===== src/pkg/ufc_regs.svh =====
// Register offsets, field positions, reset values and timing counts
`ifndef UFC_REGS_SVH
`define UFC_REGS_SVH

// ****************************************
// Register offsets
// ****************************************
`define UFC_OFS_FRAME_CTRL 4'h0
`define UFC_OFS_STATUS 4'h1
`define UFC_OFS_DATA 4'h2
`define UFC_OFS_IRQ_STS 4'h3
`define UFC_OFS_IRQ_EN 4'h4
`define UFC_OFS_IRQ_CLR 4'h5
`define UFC_OFS_MUTE 4'h6

// ****************************************
// Frame control fields
// ****************************************
`define UFC_FC_RX_NINTH 7
`define UFC_FC_TX_NINTH 6
`define UFC_FC_DISABLE 5
`define UFC_FC_WORD_LEN 4
`define UFC_FC_WAKE 3
`define UFC_FC_PCE 2
`define UFC_FC_PTYPE 1
`define UFC_FC_PIE 0

// ****************************************
// Status and interrupt fields
// ****************************************
`define UFC_ST_PERR 0
`define UFC_ST_RX_READY 1
`define UFC_ST_TX_PEND 2
`define UFC_ST_TX_BUSY 3
`define UFC_IRQ_PERR 0
`define UFC_IRQ_RX_DONE 1
`define UFC_IRQ_TX_DONE 2

// ****************************************
// Reset values
// ****************************************
`define UFC_RST_FRAME_CTRL 8'h00
`define UFC_RST_IRQ_EN 3'h0

// ****************************************
// Timing counts
// ****************************************
`define UFC_OVS 16
`define UFC_MID 8
`define UFC_BITS_FRAME8 10
`define UFC_BITS_FRAME9 11

`endif


===== src/pkg/ufc_pkg.sv =====
// Types shared by the frame format control block
package ufc_pkg;

    typedef struct packed {
        logic [3:0] addr;
        logic [7:0] wdata;
        logic wr;
        logic rd;
    } ufc_bus_req_t;

    typedef enum logic [1:0] {TX_IDLE, TX_START, TX_DATA, TX_STOP} ufc_tx_st_t;
    typedef enum logic [1:0] {RX_IDLE, RX_START, RX_DATA, RX_STOP} ufc_rx_st_t;

    typedef struct packed {
        logic [15:0] presc;
        ufc_tx_st_t tx_st;
        logic [3:0] tx_sub;
        logic [3:0] tx_bit;
        logic [8:0] tx_sh;
        logic tx_len9;
        logic tx_line;
        logic [7:0] tx_hold;
        logic tx_pend;
        ufc_rx_st_t rx_st;
        logic [3:0] rx_sub;
        logic [3:0] rx_bit;
        logic [8:0] rx_sh;
        logic rx_len9;
        logic rx_pce;
        logic rx_ps;
        logic [7:0] rx_data;
        logic rx_ready;
        logic [7:0] idle_cnt;
        logic [7:0] ctrl;
        logic pe_flag;
        logic pe_armed;
        logic mute;
        logic [2:0] irq_sts;
        logic [2:0] irq_en;
        logic [7:0] rdata;
    } ufc_state_t;

endpackage : ufc_pkg


===== src/ufc_frame_ctrl.sv =====
// Serial frame format and parity control with a small transmit and receive engine
`timescale 1ns/1ps
`default_nettype none
`include "ufc_regs.svh"
// What this block does
// [RULE_01] Reset clears every frame control bit; the received ninth bit has no defined value.
// [RULE_02] In nine-bit mode the received ninth bit is stored in control bit 7.
// [RULE_03] In nine-bit mode control bit 6 is sent as the ninth bit.
// [RULE_04] Disable bit stops prescaler and outputs and aborts the transfer in progress.
// [RULE_05] Word length bit selects eight or nine data bits, one start, one stop.
// [RULE_06] Software must not change word length during a transfer.
// [RULE_07] Wake bit picks mute exit by idle line (0) or address mark (1).
// [RULE_08] With parity on, transmitter puts parity in the top data position.
// [RULE_09] With parity on, receiver checks each word against the chosen parity type.
// [RULE_10] Parity enable changes apply only after the current byte, both directions.
// [RULE_11] Parity select bit 1 chooses even (0) or odd (1) parity.
// [RULE_12] Parity type changes apply only after the byte in progress.
// [RULE_13] Parity interrupt enable bit 0 gates the parity error request.
// [RULE_14] Receiver sets parity error flag; status read then data access clears it.

module ufc_frame_ctrl
    import ufc_pkg::*;
#(
    parameter int SAMPLE_DIV = 13
) (
    // Clock and reset
    input wire logic CLK_SYS,
    input wire logic RST_B,
    input wire logic CE,
    // Register port
    input wire ufc_bus_req_t BUS_REQ,
    output logic [7:0] RDATA,
    // Serial line
    input wire logic RXD,
    output logic TXD,
    output logic TXD_OE,
    // Interrupt
    output logic IRQ
);

    // ****************************************
    // Helpers
    // ****************************************
    function automatic logic [3:0] last_bit(input logic len9);
        last_bit = len9 ? 4'h8 : 4'h7;
    endfunction : last_bit

    // Parity bit over the data bits below the top position
    function automatic logic calc_par(input logic [8:0] w, input logic len9, input logic odd);
        calc_par = (len9 ? ^w[7:0] : ^w[6:0]) ^ odd;
    endfunction : calc_par

    ufc_state_t s_ff;
    ufc_state_t nxt_s;
    logic tick;
    logic dis;
    logic [8:0] word;
    logic word_top;
    logic perr;
    logic accept;
    logic [7:0] idle_limit;
    logic [15:0] presc_last;

    assign dis = s_ff.ctrl[`UFC_FC_DISABLE];
    assign presc_last = 16'(SAMPLE_DIV - 1);

    // ****************************************
    // Next state
    // ****************************************
    always_comb begin
        nxt_s = s_ff;
        tick = 1'b0;
        word = 9'h000;
        word_top = 1'b0;
        perr = 1'b0;
        accept = 1'b0;
        idle_limit = 8'h00;
        if (CE) begin
            // Bus side effects first so hardware sets below win
            if (BUS_REQ.rd) begin
                case (BUS_REQ.addr)
                    `UFC_OFS_FRAME_CTRL: nxt_s.rdata = s_ff.ctrl;
                    `UFC_OFS_STATUS: begin
                        nxt_s.rdata = {4'h0, s_ff.tx_st != TX_IDLE, s_ff.tx_pend,
                                       s_ff.rx_ready, s_ff.pe_flag};
                        nxt_s.pe_armed = s_ff.pe_flag; // [RULE_14]
                    end
                    `UFC_OFS_DATA: begin
                        nxt_s.rdata = s_ff.rx_data;
                        nxt_s.rx_ready = 1'b0;
                        nxt_s.pe_armed = 1'b0;
                        if (s_ff.pe_armed) begin
                            nxt_s.pe_flag = 1'b0; // [RULE_14]
                        end
                    end
                    `UFC_OFS_IRQ_STS: nxt_s.rdata = {5'h00, s_ff.irq_sts};
                    `UFC_OFS_IRQ_EN: nxt_s.rdata = {5'h00, s_ff.irq_en};
                    `UFC_OFS_MUTE: nxt_s.rdata = {7'h00, s_ff.mute};
                    default: nxt_s.rdata = 8'h00;
                endcase
            end
            if (BUS_REQ.wr) begin
                case (BUS_REQ.addr)
                    `UFC_OFS_FRAME_CTRL: nxt_s.ctrl = BUS_REQ.wdata;
                    `UFC_OFS_DATA: begin
                        nxt_s.tx_hold = BUS_REQ.wdata;
                        nxt_s.tx_pend = 1'b1;
                        nxt_s.pe_armed = 1'b0;
                        if (s_ff.pe_armed) begin
                            nxt_s.pe_flag = 1'b0; // [RULE_14]
                        end
                    end
                    `UFC_OFS_IRQ_EN: nxt_s.irq_en = BUS_REQ.wdata[2:0];
                    `UFC_OFS_IRQ_CLR: nxt_s.irq_sts = s_ff.irq_sts & ~BUS_REQ.wdata[2:0];
                    `UFC_OFS_MUTE: nxt_s.mute = BUS_REQ.wdata[0];
                    default: ;
                endcase
            end

            // Prescaler, held at zero while disabled
            if (dis) begin
                nxt_s.presc = 16'h0000; // [RULE_04]
            end else if (s_ff.presc == presc_last) begin
                nxt_s.presc = 16'h0000;
                tick = 1'b1;
            end else begin
                nxt_s.presc = s_ff.presc + 16'h0001;
            end

            // ****************************************
            // Transmitter
            // ****************************************
            case (s_ff.tx_st)
                TX_IDLE: begin
                    nxt_s.tx_line = 1'b1;
                    // Start on a tick so the start bit lasts a full bit time
                    if (s_ff.tx_pend && !dis && tick) begin
                        // Format sampled only at frame start
                        nxt_s.tx_len9 = s_ff.ctrl[`UFC_FC_WORD_LEN]; // [RULE_05]
                        nxt_s.tx_sh = {s_ff.ctrl[`UFC_FC_TX_NINTH], s_ff.tx_hold}; // [RULE_03]
                        if (s_ff.ctrl[`UFC_FC_PCE]) begin // [RULE_10] [RULE_12]
                            if (s_ff.ctrl[`UFC_FC_WORD_LEN]) begin
                                nxt_s.tx_sh[8] = calc_par(nxt_s.tx_sh, 1'b1,
                                    s_ff.ctrl[`UFC_FC_PTYPE]); // [RULE_08] [RULE_11]
                            end else begin
                                nxt_s.tx_sh[7] = calc_par(nxt_s.tx_sh, 1'b0,
                                    s_ff.ctrl[`UFC_FC_PTYPE]); // [RULE_08] [RULE_11]
                            end
                        end
                        // A byte written in the cycle the held one is taken stays pending
                        nxt_s.tx_pend = BUS_REQ.wr && BUS_REQ.addr == `UFC_OFS_DATA;
                        nxt_s.tx_sub = 4'h0;
                        nxt_s.tx_line = 1'b0;
                        nxt_s.tx_st = TX_START;
                    end
                end
                TX_START: begin
                    if (tick) begin
                        if (s_ff.tx_sub == 4'(`UFC_OVS - 1)) begin
                            nxt_s.tx_sub = 4'h0;
                            nxt_s.tx_bit = 4'h0;
                            nxt_s.tx_line = s_ff.tx_sh[0];
                            nxt_s.tx_st = TX_DATA;
                        end else begin
                            nxt_s.tx_sub = s_ff.tx_sub + 4'h1;
                        end
                    end
                end
                TX_DATA: begin
                    if (tick) begin
                        if (s_ff.tx_sub == 4'(`UFC_OVS - 1)) begin
                            nxt_s.tx_sub = 4'h0;
                            if (s_ff.tx_bit == last_bit(s_ff.tx_len9)) begin // [RULE_05]
                                nxt_s.tx_line = 1'b1;
                                nxt_s.tx_st = TX_STOP;
                            end else begin
                                nxt_s.tx_bit = s_ff.tx_bit + 4'h1;
                                nxt_s.tx_sh = {1'b0, s_ff.tx_sh[8:1]};
                                nxt_s.tx_line = s_ff.tx_sh[1];
                            end
                        end else begin
                            nxt_s.tx_sub = s_ff.tx_sub + 4'h1;
                        end
                    end
                end
                TX_STOP: begin
                    if (tick) begin
                        if (s_ff.tx_sub == 4'(`UFC_OVS - 1)) begin
                            nxt_s.tx_sub = 4'h0;
                            nxt_s.tx_st = TX_IDLE;
                            nxt_s.irq_sts[`UFC_IRQ_TX_DONE] = 1'b1;
                        end else begin
                            nxt_s.tx_sub = s_ff.tx_sub + 4'h1;
                        end
                    end
                end
                default: nxt_s.tx_st = TX_IDLE;
            endcase
            if (dis) begin
                // Aborted frame is lost; a pending byte waits for re-enable
                nxt_s.tx_st = TX_IDLE; // [RULE_04]
                nxt_s.tx_line = 1'b1;
                nxt_s.tx_sub = 4'h0;
            end

            // ****************************************
            // Receiver
            // ****************************************
            idle_limit = 8'(`UFC_OVS * (s_ff.ctrl[`UFC_FC_WORD_LEN] ?
                         `UFC_BITS_FRAME9 : `UFC_BITS_FRAME8));
            case (s_ff.rx_st)
                RX_IDLE: begin
                    if (!RXD) begin
                        nxt_s.idle_cnt = 8'h00;
                        if (!dis) begin
                            nxt_s.rx_len9 = s_ff.ctrl[`UFC_FC_WORD_LEN]; // [RULE_05]
                            nxt_s.rx_pce = s_ff.ctrl[`UFC_FC_PCE]; // [RULE_10]
                            nxt_s.rx_ps = s_ff.ctrl[`UFC_FC_PTYPE]; // [RULE_12]
                            nxt_s.rx_sub = 4'h0;
                            nxt_s.rx_st = RX_START;
                        end
                    end else if (tick && s_ff.idle_cnt != idle_limit) begin
                        nxt_s.idle_cnt = s_ff.idle_cnt + 8'h01;
                    end else if (s_ff.idle_cnt == idle_limit && s_ff.mute &&
                                 !s_ff.ctrl[`UFC_FC_WAKE]) begin
                        nxt_s.mute = 1'b0; // [RULE_07]
                    end
                end
                RX_START: begin
                    if (tick) begin
                        if (s_ff.rx_sub == 4'(`UFC_MID - 1)) begin
                            nxt_s.rx_sub = 4'h0;
                            nxt_s.rx_bit = 4'h0;
                            // Glitch shorter than half a bit is not a start
                            nxt_s.rx_st = RXD ? RX_IDLE : RX_DATA;
                        end else begin
                            nxt_s.rx_sub = s_ff.rx_sub + 4'h1;
                        end
                    end
                end
                RX_DATA: begin
                    if (tick) begin
                        if (s_ff.rx_sub == 4'(`UFC_OVS - 1)) begin
                            nxt_s.rx_sub = 4'h0;
                            nxt_s.rx_sh = {RXD, s_ff.rx_sh[8:1]};
                            if (s_ff.rx_bit == last_bit(s_ff.rx_len9)) begin
                                nxt_s.rx_st = RX_STOP;
                            end else begin
                                nxt_s.rx_bit = s_ff.rx_bit + 4'h1;
                            end
                        end else begin
                            nxt_s.rx_sub = s_ff.rx_sub + 4'h1;
                        end
                    end
                end
                RX_STOP: begin
                    if (tick) begin
                        if (s_ff.rx_sub == 4'(`UFC_OVS - 1)) begin
                            nxt_s.rx_sub = 4'h0;
                            nxt_s.idle_cnt = 8'h00;
                            nxt_s.rx_st = RX_IDLE;
                            word = s_ff.rx_len9 ? s_ff.rx_sh : {1'b0, s_ff.rx_sh[8:1]};
                            word_top = s_ff.rx_len9 ? word[8] : word[7];
                            perr = s_ff.rx_pce &&
                                   (calc_par(word, s_ff.rx_len9, s_ff.rx_ps) != word_top); // [RULE_09]
                            accept = !s_ff.mute || (s_ff.ctrl[`UFC_FC_WAKE] && word_top);
                            if (s_ff.mute && accept) begin
                                nxt_s.mute = 1'b0; // [RULE_07]
                            end
                            if (accept) begin
                                nxt_s.rx_data = word[7:0];
                                nxt_s.rx_ready = 1'b1;
                                nxt_s.irq_sts[`UFC_IRQ_RX_DONE] = 1'b1;
                                if (s_ff.rx_len9) begin
                                    nxt_s.ctrl[`UFC_FC_RX_NINTH] = word[8]; // [RULE_02]
                                end
                                if (perr) begin
                                    nxt_s.pe_flag = 1'b1; // [RULE_14]
                                    nxt_s.irq_sts[`UFC_IRQ_PERR] = 1'b1;
                                end
                            end
                        end else begin
                            nxt_s.rx_sub = s_ff.rx_sub + 4'h1;
                        end
                    end
                end
                default: nxt_s.rx_st = RX_IDLE;
            endcase
            if (dis) begin
                nxt_s.rx_st = RX_IDLE; // [RULE_04]
                nxt_s.rx_sub = 4'h0;
            end
        end
    end

    // ****************************************
    // State register
    // ****************************************
    always_ff @(posedge CLK_SYS or negedge RST_B) begin
        if (!RST_B) begin
            s_ff <= '0;
            s_ff.tx_st <= TX_IDLE;
            s_ff.rx_st <= RX_IDLE;
            s_ff.tx_line <= 1'b1;
            s_ff.ctrl <= `UFC_RST_FRAME_CTRL; // [RULE_01]
            s_ff.irq_en <= `UFC_RST_IRQ_EN;
        end else begin
            s_ff <= nxt_s;
        end
    end

    // ****************************************
    // Outputs
    // ****************************************
    assign RDATA = s_ff.rdata;
    assign TXD = s_ff.tx_line;
    assign TXD_OE = !dis; // [RULE_04]
    // Parity source is gated by its own enable as well
    assign IRQ = |(s_ff.irq_sts & s_ff.irq_en &
                   {2'b11, s_ff.ctrl[`UFC_FC_PIE]}); // [RULE_13]

endmodule : ufc_frame_ctrl
`default_nettype wire


===== config.mk =====
export PLATFORM = sky130hd
export DESIGN_NAME = ufc_frame_ctrl
export DESIGN_NICKNAME = d
export VERILOG_FILES = /design/src/pkg/ufc_pkg.sv /design/src/ufc_frame_ctrl.sv
export VERILOG_INCLUDE_DIRS = /design/src /design/src/pkg
export SDC_FILE = /design/constraint.sdc
export NUM_CORES = 1
export LEC_CHECK = 0
export BUFFER_PORTS_ARGS = -buffer_cell sky130_fd_sc_hd__buf_2
export CAP_MARGIN = 25
export CORE_AREA = 2 2 103 105
export CTS_CLUSTER_SIZE = 16
export DETAILED_ROUTE_END_ITERATION = 10
export DIE_AREA = 0 0 105 107
export PLACE_DENSITY_LB_ADDON = 0.05
export SYNTH_ARGS = -nofsm -noshare
export SYNTH_HDL_FRONTEND = slang
export SYNTH_SLANG_ARGS = --single-unit

===== constraint.sdc =====
create_clock -name CLK_SYS -period 2.5 [get_ports CLK_SYS]
set_clock_uncertainty 0.2 [all_clocks]
set_input_delay 0.25 -clock CLK_SYS [delete_from_list [all_inputs] [get_ports CLK_SYS]]
set_output_delay 0.25 -clock CLK_SYS [all_outputs]
set_load 0.03 [all_outputs]

==> flow_metrics.tcl <==
set metrics [dict create \
    layout.filler_cells 860 \
    worst_r2r_path_depth 8 \
    timing.critical_path.required_ps 2570 \
    clk-insertion-delay-late_ps 380 \
    worst_slew_pin_slew_ps 748 \
    worstSetupEndpointType "register" \
    synth_enable_flop_cells 0 \
    worst_setup_slack_after_layout_ps 108 \
    setup.worst_path.start_class "register" \
    start_util_pct 61.3 \
    syn_nets 653 \
    grt_pass1_wl_mm 23.9 \
    number_of_register_bits_inferred_by_synthesis 110 \
    setup_total_negative_slack_ps 0 \
    status "complete, no violations" \
    design_area_final_um2 6920 \
    cts.clk_slew.worst_paths_ps 100 \
    detail_route.drc_violations 0 \
    buffer_ports.inserted 28 \
    finalHoldWorstSlack_ps 57.1 \
    synth.yosys.seq_area_share_pct 44.5 \
    gpl.final_weighted_congestion 0.873 \
    maximum_number_of_pins_on_one_net_before_global_route_repair 56 \
    final_number_of_max_transition_violations 0 \
    post_drt_via_cell_ratio 6.06 \
    irDropWorstVdd_mv 0.524 \
    post_cts_buffers 0 \
    drt_first_iter_violations 358 \
    drv_cap 0 \
    crit_path_max_fanout 7 \
    synth.avg_cell_area_um2 9.99 \
    chipHeight_um 107 \
    top_level_ports 29 \
    timing.final.setup_violations 0 \
    grt_antenna_before_repair 0 \
    crit_type "register to register" \
    cts_buf_count 9 \
    drt.antenna.violating_nets 0 \
    area_contributors_post_synth "sky130_fd_sc_hd__dfrtp_1 44%, sky130_fd_sc_hd__mux2_2 7.3%, sky130_fd_sc_hd__nand2_1 3.9%" \
    preCtsSetupSlack_ps 27.4 \
    grt_pass1_vias 4862 \
    drtPass1Iterations 5 \
    leakagePower_nw 3.21 \
    num_vias 4902 \
    timing.hold.worst_path_depth 3 \
    synth_top_flop_cell "sky130_fd_sc_hd__dfrtp_1" \
    routed_wirelength_mm 14.0 \
    placement.cell_area_um2 6580 \
    post-synth-top-count-cell "sky130_fd_sc_hd__dfrtp_1" \
    crit_arrival_ps 2460 \
    pwr_density_cell_nw_per_um2 753 \
    number_of_buffers_on_the_longest_clock_path 2 \
    async_flop_share_pct 100 \
    layout-drive-gt1-share_pct 20.1 \
    synth_top_area_cell "sky130_fd_sc_hd__dfrtp_1" \
    globalRouteTotalUtil_pct 26.7 \
    syn-cell-area_um2 6180 \
    row_count 37 \
    min_period_over_period_pct 95.7 \
    hold_violations 0 \
    synth_warnings 0 \
    layout-area-overhead-vs-synth_pct 11.8 \
    synth_largest_type_area_fraction_pct 44.1 \
    nets 702 \
    ys_types 70 \
    cts_tree "yes" \
    globalRouteOverflowTotal 0 \
    synth_top_cells_by_count "109 x sky130_fd_sc_hd__dfrtp_1, 64 x sky130_fd_sc_hd__nand2_1, 42 x sky130_fd_sc_hd__nor2_1, 42 x sky130_fd_sc_hd__o21ai_0, 40 x sky130_fd_sc_hd__mux2_2" \
    number_of_antenna_cells_inserted 0 \
    wl_per_cell_um 17.3 \
    cts.root.buffer_cell "sky130_fd_sc_hd__clkbuf_8" \
    die_width_um 105 \
    floorplan.core_area_um2 10100 \
    cts.sink_count 110 \
    timing.max_slew.rel_slack_pct 50.1 \
    fmaxAchievable_ghz 0.418 \
    h_tree_depth_reported_by_cts 3 \
    class_of_the_tightest_hold_or_removal_check "input pin to register" \
    rsz0062_at_grt "no" \
    netlist_instances 619 \
    post-route-min-period_ps 2390 \
    design.die.area_um2 11200 \
    dp_hpwl_mm 10.1 \
]
-- sequential cells by signal, summed over array words and instances (netlist names) --
signal  cells
RDATA       8
TXD         1
dis         1
s_ff      100
-- worst max-delay path, cell delays in order, from the launching register on --
cell and delay (ps):
sky130_fd_sc_hd__dfrtp_1 430, sky130_fd_sc_hd__inv_1 90, sky130_fd_sc_hd__ha_1 200, sky130_fd_sc_hd__nor4b_2 220
sky130_fd_sc_hd__and4_4 320, sky130_fd_sc_hd__and3_4 250, sky130_fd_sc_hd__nand2_4 80, sky130_fd_sc_hd__or2_4 260
sky130_fd_sc_hd__a22o_1 230
-- placed cells by master (no fill, tap or decap), drive strengths merged, types with 12 or more instances in the layout --
cell and instances:
nand2 65, a22o 19, nand3 31, mux2 41, and3 14, o21ai 42, xnor2 18, nor3 12
mux2i 12, ha 16, inv 20, a21oi 16, dfrtp 109, xor2 16, nor2 43, buf 57
-- through the flow --
step	utilization, %	cells	power [mW]
after floorplan	-	619	3.49
after global placement	65.2	784	3.96
after detailed placement	65.2	784	4.02
after CTS	68.2	809	5.21
after global routing	68.5	809	5.54
final	68.5	809	5.21
-- final cells by class --
| class | count | area [um2] | share of cell area [%] |
|---|---|---|---|
| Inverter | 21 | 78.8 | 1.14 |
| Clock buffer | 11 | 131 | 1.90 |
| Tap cell | 136 | 170 | 2.46 |
| Timing Repair Buffer | 66 | 475 | 6.88 |
| Multi-Input combinational cell | 460 | 3220 | 46.6 |
| Clock inverter | 5 | 83.8 | 1.21 |
| Sequential cell | 110 | 2750 | 39.8 |
-- final timing paths --
kind / start / endpoint / slack [ps]
min reg2reg: s_ff[82] / s_ff[81] / 290
max in group asynchronous: RST_B / s_ff[28] / 1200
max reg2reg: s_ff[95] / s_ff[87] / 110
min: RXD / s_ff[26] / 60
max: s_ff[95] / s_ff[87] / 110
min in group asynchronous: RST_B / s_ff[104] / 270
-- routing by layer --
layer / vias up / part of all wire, % / global-route usage (%)
li1: 2338 / - / -
met5: - / 0 / 0
met2: 134 / 49 / 43.7
met1: 2414 / 44 / 35.7
met4: 0 / 1.0 / 5.71
met3: 16 / 6.3 / 7.29
-- logic make-up after synthesis --
| family | count (synthesis) | synth area share, % |
|---|---|---|
| simple gates | 221 | 18.6 |
| buf+inv | 49 | 3.86 |
| mux | 53 | 9.47 |
| compound gates | 136 | 15.4 |
| fa+ha+maj | 16 | 3.24 |
| flops | 110 | 44.5 |
| xor+xnor | 34 | 4.82 |
-- what timing repair did --
action / in CTS / in global routing
pin swaps: 0 / 1
hold buffers: 9 / 0
endpoints found under the hold margin: 71 / 0
gates resized for setup: 1 / 9
setup endpoints to repair: 2 / 31
-- power by group --
| part | internal [mW] | switching [mW] | total, mW |
|---|---|---|---|
| clock | 0.567 | 0.595 | 1.16 |
| sequential | 2.01 | 0.265 | 2.28 |
| combinational | 0.792 | 0.981 | 1.77 |
| total | 3.37 | 1.84 | 5.21 |
Note: power is estimated with default switching activity, not from simulation.
